[config.mk]
export PLATFORM = sky130hd
export DESIGN_NAME = cpir_regs
export DESIGN_NICKNAME = d
export VERILOG_FILES = /design/src/cpir_pkg.sv /design/src/cpir_regs.sv
export VERILOG_INCLUDE_DIRS = /design/src
export SDC_FILE = /design/constraint.sdc
export NUM_CORES = 1
export LEC_CHECK = 0
export BUFFER_PORTS_ARGS = -buffer_cell sky130_fd_sc_hd__buf_4
export CORE_MARGIN = 2
export CORE_UTILIZATION = 40
export CTS_CLUSTER_DIAMETER = 40
export DETAILED_ROUTE_END_ITERATION = 12
export PLACE_DENSITY_LB_ADDON = 0.3
export SKIP_CTS_REPAIR_TIMING = 1
export SLEW_MARGIN = 20
export SYNTH_ARGS = -nofsm -noshare
export SYNTH_HDL_FRONTEND = slang
export SYNTH_SLANG_ARGS = --single-unit
[constraint.sdc]
create_clock -name core_clk -period 2.2 [get_ports core_clk]
set_clock_uncertainty 0.1 [all_clocks]
set_input_delay 0.33 -clock core_clk [delete_from_list [all_inputs] [get_ports core_clk]]
set_output_delay 0.33 -clock core_clk [all_outputs]
set_load 0.01 [all_outputs]
[src/cpir_cfg.svh]
// Offsets, field positions, reset values and timing for the command/page/irq registers.
// Assumes an 8-bit register port with one-cycle strobes.
`ifndef CPIR_CFG_SVH
`define CPIR_CFG_SVH

// ----------------------------------------
// Register offsets
// ----------------------------------------
`define CPIR_OFS_PAGE      6'h00
`define CPIR_OFS_CMD      6'h01
`define CPIR_OFS_IEN      6'h02
`define CPIR_OFS_REQ      6'h03

// ----------------------------------------
// Field positions
// ----------------------------------------
`define CPIR_PAGE_OVR_BIT 7
`define CPIR_CMD_RXOFF    5
`define CPIR_CMD_SLEEP    4
`define CPIR_IEN_INV_BIT  7

// ----------------------------------------
// Reset values
// ----------------------------------------
`define CPIR_PAGE_RST     8'h00
`define CPIR_CMD_RST      8'h20
`define CPIR_IEN_RST      8'h80
`define CPIR_DRV_RST      1'h0

// ----------------------------------------
// Command codes and wake-up time
// ----------------------------------------
`define CPIR_CODE_IDLE    4'h0
`define CPIR_CODE_SRESET  4'hf
`define CPIR_WAKE_NS      2000
`define CPIR_CLK_NS       25
`define CPIR_WAKE_CYC     ((`CPIR_WAKE_NS + `CPIR_CLK_NS - 1) / `CPIR_CLK_NS)

`endif

[src/cpir_pkg.sv]
// Types for the command/page/irq register block.
// Assumes cpir_cfg.svh is compiled alongside.
package cpir_pkg;

	typedef enum logic [1:0] {
		CPIR_PWR_RUN   = 2'b00,
		CPIR_PWR_SLEEP = 2'b01,
		CPIR_PWR_WAKE  = 2'b10
	} cpir_pwr_e;

endpackage : cpir_pkg

[src/cpir_regs.sv]
// Command, page select and interrupt enable registers with IRQ pin drive.
// Assumes a synchronous host port and request levels from the core.
// What this block does
// - Override set: page supplies A5 and A4
// - Override clear: latch gives whole address
// - Two-bit page used only under override
// - Receiver-off bit disables analog receiver
// - Sleep bit one enters soft power-down
// - Sleep zero wakes; reads one until done
// - Sleep refused during soft reset command
// - Command field starts, reads running command
// - Core updates command field on completion
// - Polarity bit inverts IRQ pin level
// - Polarity resets to one, pin floats
// - Drive mode: push-pull or open drain
// - Enables 6..4 gate tx, rx, idle
// - Enables 3..0 gate fifo, error, timer
// - Reserved bits read zero
`timescale 1ns/100ps
`default_nettype none
`include "cpir_cfg.svh"

module cpir_regs #(
	parameter int WAKE_CYC = `CPIR_WAKE_CYC
) (
	// Clock and reset
	input  wire logic       core_clk,
	input  wire logic       rst_n,
	// Host register port
	input  wire logic [5:0] reg_addr,
	input  wire logic [7:0] reg_wdata,
	input  wire logic       reg_wr,
	input  wire logic       reg_rd,
	output var  logic [7:0] reg_rdata,
	// Address latch from host interface
	input  wire logic [5:0] latch_addr,
	output var  logic [5:0] eff_addr,
	// Core command handshake
	input  wire logic       cmd_done,
	output var  logic [3:0] cmd_code,
	output var  logic       cmd_start,
	output var  logic       receiver_analog_off,
	output var  logic       soft_sleep,
	// Interrupt requests and drive mode
	input  wire logic [6:0] irq_requests,
	input  wire logic       irq_drive_mode,
	output var  logic       irq_status,
	output var  logic       irq_o,
	output var  logic       irq_oe
);

	// ----------------------------------------
	// Registers
	// ----------------------------------------
	logic [7:0]          page_q;
	logic [7:0]          ien_q;
	logic                rxoff_q;
	logic [3:0]          code_q;
	cpir_pkg::cpir_pwr_e pwr_q;
	logic [15:0]         wake_cnt_q;
	logic                start_q;

	function automatic logic hit(input logic [5:0] a, input logic [5:0] ofs);
		hit = (a == ofs);
	endfunction : hit

	logic wr_page;
	logic wr_cmd;
	logic wr_ien;
	assign wr_page = reg_wr && hit(reg_addr, `CPIR_OFS_PAGE);
	assign wr_cmd  = reg_wr && hit(reg_addr, `CPIR_OFS_CMD);
	assign wr_ien  = reg_wr && hit(reg_addr, `CPIR_OFS_IEN);

	// ----------------------------------------
	// Page control
	// ----------------------------------------
	// Page reset value
	always_ff @(posedge core_clk or negedge rst_n) begin
		if (!rst_n) begin
			page_q <= `CPIR_PAGE_RST;
		end else if (wr_page) begin
			page_q <= {reg_wdata[`CPIR_PAGE_OVR_BIT], 5'h00, reg_wdata[1:0]};
		end
	end

	always_ff @(posedge core_clk or negedge rst_n) begin
		if (!rst_n) begin
			eff_addr <= 6'h00;
		end else if (page_q[`CPIR_PAGE_OVR_BIT]) begin
			eff_addr <= {page_q[1:0], latch_addr[3:0]};
		end else begin
			eff_addr <= latch_addr;
		end
	end

	// ----------------------------------------
	// Command and power control
	// ----------------------------------------
	// Receiver off control
	always_ff @(posedge core_clk or negedge rst_n) begin
		if (!rst_n) begin
			rxoff_q <= 1'h1;
		end else if (wr_cmd) begin
			rxoff_q <= reg_wdata[`CPIR_CMD_RXOFF];
		end
	end

	always_ff @(posedge core_clk or negedge rst_n) begin
		if (!rst_n) begin
			code_q  <= `CPIR_CODE_IDLE;
			start_q <= 1'h0;
		end else if (wr_cmd) begin
			code_q  <= reg_wdata[3:0];
			start_q <= 1'h1;
		end else begin
			start_q <= 1'h0;
			if (cmd_done) begin
				code_q <= `CPIR_CODE_IDLE;
			end
		end
	end

	always_ff @(posedge core_clk or negedge rst_n) begin
		if (!rst_n) begin
			pwr_q      <= cpir_pkg::CPIR_PWR_RUN;
			wake_cnt_q <= 16'h0000;
		end else begin
			case (pwr_q)
				cpir_pkg::CPIR_PWR_RUN: begin
					if (wr_cmd && reg_wdata[`CPIR_CMD_SLEEP] && code_q != `CPIR_CODE_SRESET
							&& reg_wdata[3:0] != `CPIR_CODE_SRESET) begin
						pwr_q <= cpir_pkg::CPIR_PWR_SLEEP;
					end
				end
				cpir_pkg::CPIR_PWR_SLEEP: begin
					if (wr_cmd && !reg_wdata[`CPIR_CMD_SLEEP]) begin
						pwr_q      <= cpir_pkg::CPIR_PWR_WAKE;
						wake_cnt_q <= 16'(WAKE_CYC - 1);
					end
				end
				cpir_pkg::CPIR_PWR_WAKE: begin
					if (wake_cnt_q == 16'h0000) begin
						pwr_q <= cpir_pkg::CPIR_PWR_RUN;
					end else begin
						wake_cnt_q <= wake_cnt_q - 16'h0001;
					end
				end
				default: begin
					pwr_q <= cpir_pkg::CPIR_PWR_RUN;
				end
			endcase
		end
	end

	always_ff @(posedge core_clk or negedge rst_n) begin
		if (!rst_n) begin
			cmd_code            <= `CPIR_CODE_IDLE;
			cmd_start           <= 1'h0;
			receiver_analog_off <= 1'h1;
			soft_sleep          <= 1'h0;
		end else begin
			cmd_code            <= code_q;
			cmd_start           <= start_q;
			receiver_analog_off <= rxoff_q;
			soft_sleep          <= (pwr_q != cpir_pkg::CPIR_PWR_RUN);
		end
	end

	// ----------------------------------------
	// Interrupt enable and pin
	// ----------------------------------------
	// Polarity resets high
	always_ff @(posedge core_clk or negedge rst_n) begin
		if (!rst_n) begin
			ien_q <= `CPIR_IEN_RST;
		end else if (wr_ien) begin
			ien_q <= reg_wdata;
		end
	end

	logic irq_any;
	logic pin_level;
	assign irq_any   = |(irq_requests & ien_q[6:0]);
	assign pin_level = irq_any ^ ien_q[`CPIR_IEN_INV_BIT];

	always_ff @(posedge core_clk or negedge rst_n) begin
		if (!rst_n) begin
			irq_status <= 1'h0;
			irq_o      <= 1'h0;
			irq_oe     <= 1'h0;
		end else begin
			irq_status <= irq_any;
			irq_o      <= irq_drive_mode ? pin_level : 1'h0;
			irq_oe     <= irq_drive_mode ? 1'h1 : !pin_level;
		end
	end

	// ----------------------------------------
	// Read data
	// ----------------------------------------
	// Reserved bits read zero
	always_ff @(posedge core_clk or negedge rst_n) begin
		if (!rst_n) begin
			reg_rdata <= 8'h00;
		end else if (reg_rd) begin
			case (reg_addr)
				`CPIR_OFS_PAGE: reg_rdata <= page_q;
				`CPIR_OFS_CMD:  reg_rdata <= {2'h0, rxoff_q,
						pwr_q != cpir_pkg::CPIR_PWR_RUN, code_q};
				`CPIR_OFS_IEN:  reg_rdata <= ien_q;
				`CPIR_OFS_REQ:  reg_rdata <= {irq_any, irq_requests};
				default:        reg_rdata <= 8'h00;
			endcase
		end else begin
			reg_rdata <= 8'h00;
		end
	end

endmodule : cpir_regs
`default_nettype wire

---- Word level (Yosys, flattened, before mapping) ----
Cells that the tools add are included.
storage, ports and cells
  register bits ........................... 59
  bits in latches ......................... 0
  bits in writable memories ............... 0
  bits in read-only memories .............. 0
  memories kept ........................... 0
operators by class
  add/sub/neg operators ................... 1
  multiply operators ...................... 0
  divide/modulo/power cells ............... 0
  $lt $le $gt $ge ......................... 0
  equal/unequal tests ..................... 11
  shifts and indexed selects .............. 0
  mux-type cells .......................... 15
  bitwise operators ....................... 2
  reductions and logical operators ........ 18
operators with widths
  kind                                                                   number
  16-bit two-way mux                                                     2
  16-bit one-hot mux with 2 select lines                                 1
  8-bit one-hot mux with 4 select lines                                  1
  16-bit logical NOT                                                     1
  16-bit by 1-bit subtractor with 16-bit output (second input constant)  1
  6-bit by 2-bit == test with 1-bit output (second input constant)       2
  4-bit two-way mux                                                      2
  8-bit two-way mux                                                      1
  2-bit != test (second input constant)                                  4
  4-bit != test (second input constant)                                  2
  7-bit bitwise AND                                                      1
  1-bit logical AND                                                      7
  7-bit OR reduction                                                     1
  6-bit by 1-bit == test with 1-bit output (second input constant)       1
  6-bit logical NOT                                                      1
  2-bit two-way mux                                                      3
  6-bit two-way mux                                                      1
  2-bit one-hot mux with 3 select lines                                  1
  3-bit AND reduction                                                    2
  2-bit nonzero test                                                     3
  1-bit two-way mux                                                      3
  2-bit by 1-bit == test with 1-bit output (second input constant)       1
  2-bit == test (second input constant)                                  1
  1-bit logical NOT                                                      2
  other kinds (2)                                                        2

---- Logic depth before layout (Yosys ltp) ----
  depth in word-level cells ............... 7
  mapped depth ............................ 6
  mapped depth without buffers ............ 6

---- Worst setup path after synthesis ----
Ideal clock, no wire load.
  kind .................................... reg2reg
  start point ............................. register wake_cnt_q[0]
  end point ............................... register wake_cnt_q[14]
  data arrival time ....................... 1.714 ns
  setup slack ............................. 0.308 ns
  stages on the path, launching flop included .. 7
  path buffers ............................ 0
  clock period less this slack ............ 1.892 ns
  cells stage by stage .................... dfrtp_1 inv_1 ha_1 nor3b_1 nand4_1 or4_1 a21oi_1
between the ends
  longest elaborated chain between the ends .. 3
ends and longest elaborated chain
  what                                                                                        RTL line                            source
  start, declared                                                                             cpir_regs.sv:60                     logic [15:0] wake_cnt_q;
  start signal, assigned                                                                      cpir_regs.sv:138                    wake_cnt_q <= 16'(WAKE_CYC - 1);
  start signal, assigned                                                                      cpir_regs.sv:145                    wake_cnt_q <= wake_cnt_q - 16'h0001;
  16-bit by 1-bit subtractor with 16-bit output / 16-bit logical NOT (equally long branches)  cpir_regs.sv:145, cpir_regs.sv:142
  16-bit two-way mux / 2-bit != test (equally long branches)                                  n/a
  16-bit one-hot mux with 2 select lines / 3-bit AND reduction (equally long branches)        n/a
Several ways; a longest one is shown, not always the timed one. The select of a mux whose other input is x is not followed.
A chain may end at the register's enable or synchronous reset.

---- Worst setup path after layout ----
  start point ............................. register wake_cnt_q[0]
  end point ............................... register wake_cnt_q[13]
The elaborated chain is that of the path after synthesis.

==> results.yml <==
run_status:
  outcome: "finished, violations left"
  violations: "negative hold slack"
power_and_ir_drop:
  combPwrFrac: 0.091
  leakagePower_uw: 0.00145
  swShare: 0.218
  switching_power_uw: 577
  internal_power_uw: 2070
  pwr-share-seq: 0.446
  power_density_nw_per_um2: 773
  power_uw: 2640
  vdd_drop_max_mv: 0.454
  power_frac_clock: 0.463
layout:
  post-route-util: 0.542
  area_delta_synth_final_pct: 32.1
  drive_above_1_share: 0.376
  nets: 324
  antenna_cells: 0
floorplan:
  floorplan.initialDensity: 0.410
  pin_count: 57
  fp.dieH_um: 84.5
  rows: 29
  core_area_sq_um: 6310
  dieWidth_um: 84.5
  die_area_sq_um: 7130
routing:
  wl_per_cell_um: 15.1
  ant_nets: 0
  viasPerCell: 5.37
  drt_iter0_markers: 110
  routed-via-count: 1997
  drc_errors: 0
  wl_um: 5610
  firstDrtPassIters: 4
placed_design:
  post-dp-hpwl_um: 3960
  gp_congestion: 0.839
  io_buffers: 56
timing:
  drv_slew: 0
  fmax_mhz: 498
  hold_viol_final: 56
  setup_tns_ns: 0
  finalSetupViolCount: 0
  min_period_over_period: 0.913
  hold_slack_ns: -0.0381
  rsz0062_at_grt: "no"
  maxSlewHeadroom: 0.516
  worstMarginPinSlew_ns: 0.727
  finalCriticalPeriod_ns: 2.01
clock_tree:
  cts_root_buffer: "clkbuf_8"
  clk_pin_slew_worst_paths_ns: 0.07
  cts_buffers: 9
  worstSkewPairLatency_ns: 0.34
  cts_tree: "built"
  cts_htree_levels: 3
  cts_buffer_depth: 2
  cts_sinks: 59
setup_path:
  arrival_ns: 2.12
  path_class: "flip-flop to flip-flop"
  crit_required_ns: 2.32
  cp-end-kind: "flip-flop"
  critical_path.startpoint_type: "flip-flop"
  cp_max_fo: 5
synthesis:
  synth-simple-area-share: 0.214
  synth_compound_area_frac: 0.0865
  netlist_area_sq_um: 2590
  synth_xor_area_frac: 0.00338
  ys_ff_latch: 59
  synth_edf_count: 0
  ys_warn_count: 0
  yosys.area.top_type: "dfrtp_1"
  yosysSeqAreaShare: 0.571
  synthTopCellsByArea: "dfrtp_1 (54%), mux2_2 (7.8%), dfstp_2 (3.0%)"
  avgSynthCellArea_sq_um: 11.8
  muxShareOfSynthArea: 0.107
  synth_top_family_by_area: "simple AND/OR/NAND/NOR gates"
  syn-num-nets: 253
  synthAdderAreaFrac: 0.00483
  synth_cell_types: 48
  synth-main-ff-cell: "dfrtp_1"
  synth-async-reset-ratio: 1.00
  synth_cells: 219
  yosysTopAreaCellShare: 0.541
grt:
  grt_max_degree: 60
  grt_pass1_wl_um: 9690
  grt_pass1_vias: 2036
  overflow: 0
  groute.usage.overall: 0.173
  antenna_found_initial: 0
flow_run:
  maxCapViolCount: 0
worst_hold_path:
  hold_path_class: "primary input to async pin"
## layout make-up
type | instances | area [sq um]
Tap cell | 77 | 96.3
Fill cell | 554 | 2890
Clock buffer | 10 | 138
Clock inverter | 6 | 113
Inverter | 2 | 7.51
Sequential cell | 59 | 1480
Multi-Input combinational cell | 152 | 1080
Timing Repair Buffer | 66 | 505
## path summary, 6_finish.rpt
kind                                start              to  slack [ns]  cells past startpoint
max in group asynchronous           rst_n    reg_rdata[4]        1.57                      1
min reg2reg                       start_q       cmd_start        0.25                      0
min in group core_clk      irq_drive_mode          irq_oe        0.08                      2
min                                 rst_n     eff_addr[2]       -0.04                      1
max reg2reg                 wake_cnt_q[0]  wake_cnt_q[13]        0.19                      6
max                         wake_cnt_q[0]  wake_cnt_q[13]        0.19                      6
## layout by cell type (no fill, tap or decap), types with 5 or more instances in the layout
cell type,n
nor3_1,5
a22oi_1,5
mux2_2,18
nand2_1,17
nand2b_1,6
buf_4,62
dfrtp_1,56
or4_1,8
a21oi_1,12
clkbuf_8,10
o21ai_0,11
nand4_1,5
nor2_1,11
## kinds of logic after synthesis
family / after synthesis
AND/OR/NAND/NOR: 90
AO/OA/AOI/OAI: 37
XOR/XNOR: 1
adder cells (fa/ha/maj): 1
buffers and inverters: 8
multiplexers: 23
flip-flops: 59
## Yosys cell counts (2+ instances only)
master / count
or4_1: 8
nor3b_1: 4
nand2b_1: 6
or3b_2: 2
mux2_2: 18
nor4_1: 2
nor3_1: 5
and2_1: 3
or3_1: 3
dfrtp_1: 56
or2_2: 2
nand4_1: 5
dfstp_2: 3
and3_1: 3
or4b_1: 2
nor2b_1: 4
o21ai_0: 11
mux4_2: 2
nor2_1: 11
clkbuf_1: 3
a31oi_1: 2
a21oi_1: 12
a22oi_1: 5
mux2i_1: 3
nand3_1: 4
nand2_1: 17
inv_1: 2
## stage by stage
stage | cell area (sq um) | setup WS (ns) | std cells | hold WS (ns)
2_1_floorplan | 2590 | 0.308 | 219 | -0.0656
3_3_place_gp | 3130 | 0.190 | 352 | 0.235
3_5_place_dp | 3130 | 0.117 | 352 | 0.236
4_1_cts | 3380 | 0.0942 | 368 | -0.0234
5_1_grt | 3420 | 0.0349 | 372 | 0.00155
6_report | 3420 | 0.192 | 372 | -0.0381
## flip-flops by register name, summed over array words and instances (netlist names)
signal               flops
page_q                   3
code_q                   4
cmd_start                1
irq_status               1
start_q                  1
irq_o                    1
receiver_analog_off      1
irq_oe                   1
soft_sleep               1
reg_rdata                8
ien_q                    8
wake_cnt_q              16
pwr_q                    2
eff_addr                 6
cmd_code                 4
rxoff_q                  1
## power by group through the flow
| stage | Combinational (uW) | Clock [uW] | Sequential [uW] |
|---|---|---|---|
| 6_report | 241 | 1220 | 1180 |
| 5_1_grt | 264 | 1310 | 1190 |
| 4_1_cts | 241 | 1250 | 1180 |
| 3_5_place_dp | 240 | 0 | 1200 |
| 3_3_place_gp | 238 | 0 | 1200 |
| 2_1_floorplan | 93.0 | 0 | 1210 |
## critical path, stage by stage, from the launching register on
cell	delay, ns
dfrtp_1	0.41
inv_1	0.07
ha_1	0.19
or3b_2	0.49
nor3_1	0.39
or4b_1	0.18
a21oi_1	0.06
## per-layer routing
| layer | up-vias | global-route usage | wire length [um] |
|---|---|---|---|
| met1 | 966 | 0.236 | 2650 |
| met2 | 68 | 0.254 | 2510 |
| met4 | 0 | 0.0563 | 76 |
| li1 | 953 | - | - |
| met5 | - | 0 | 0 |
| met3 | 10 | 0.0718 | 371 |
No activity file was read; power rests on OpenSTA's default activity.
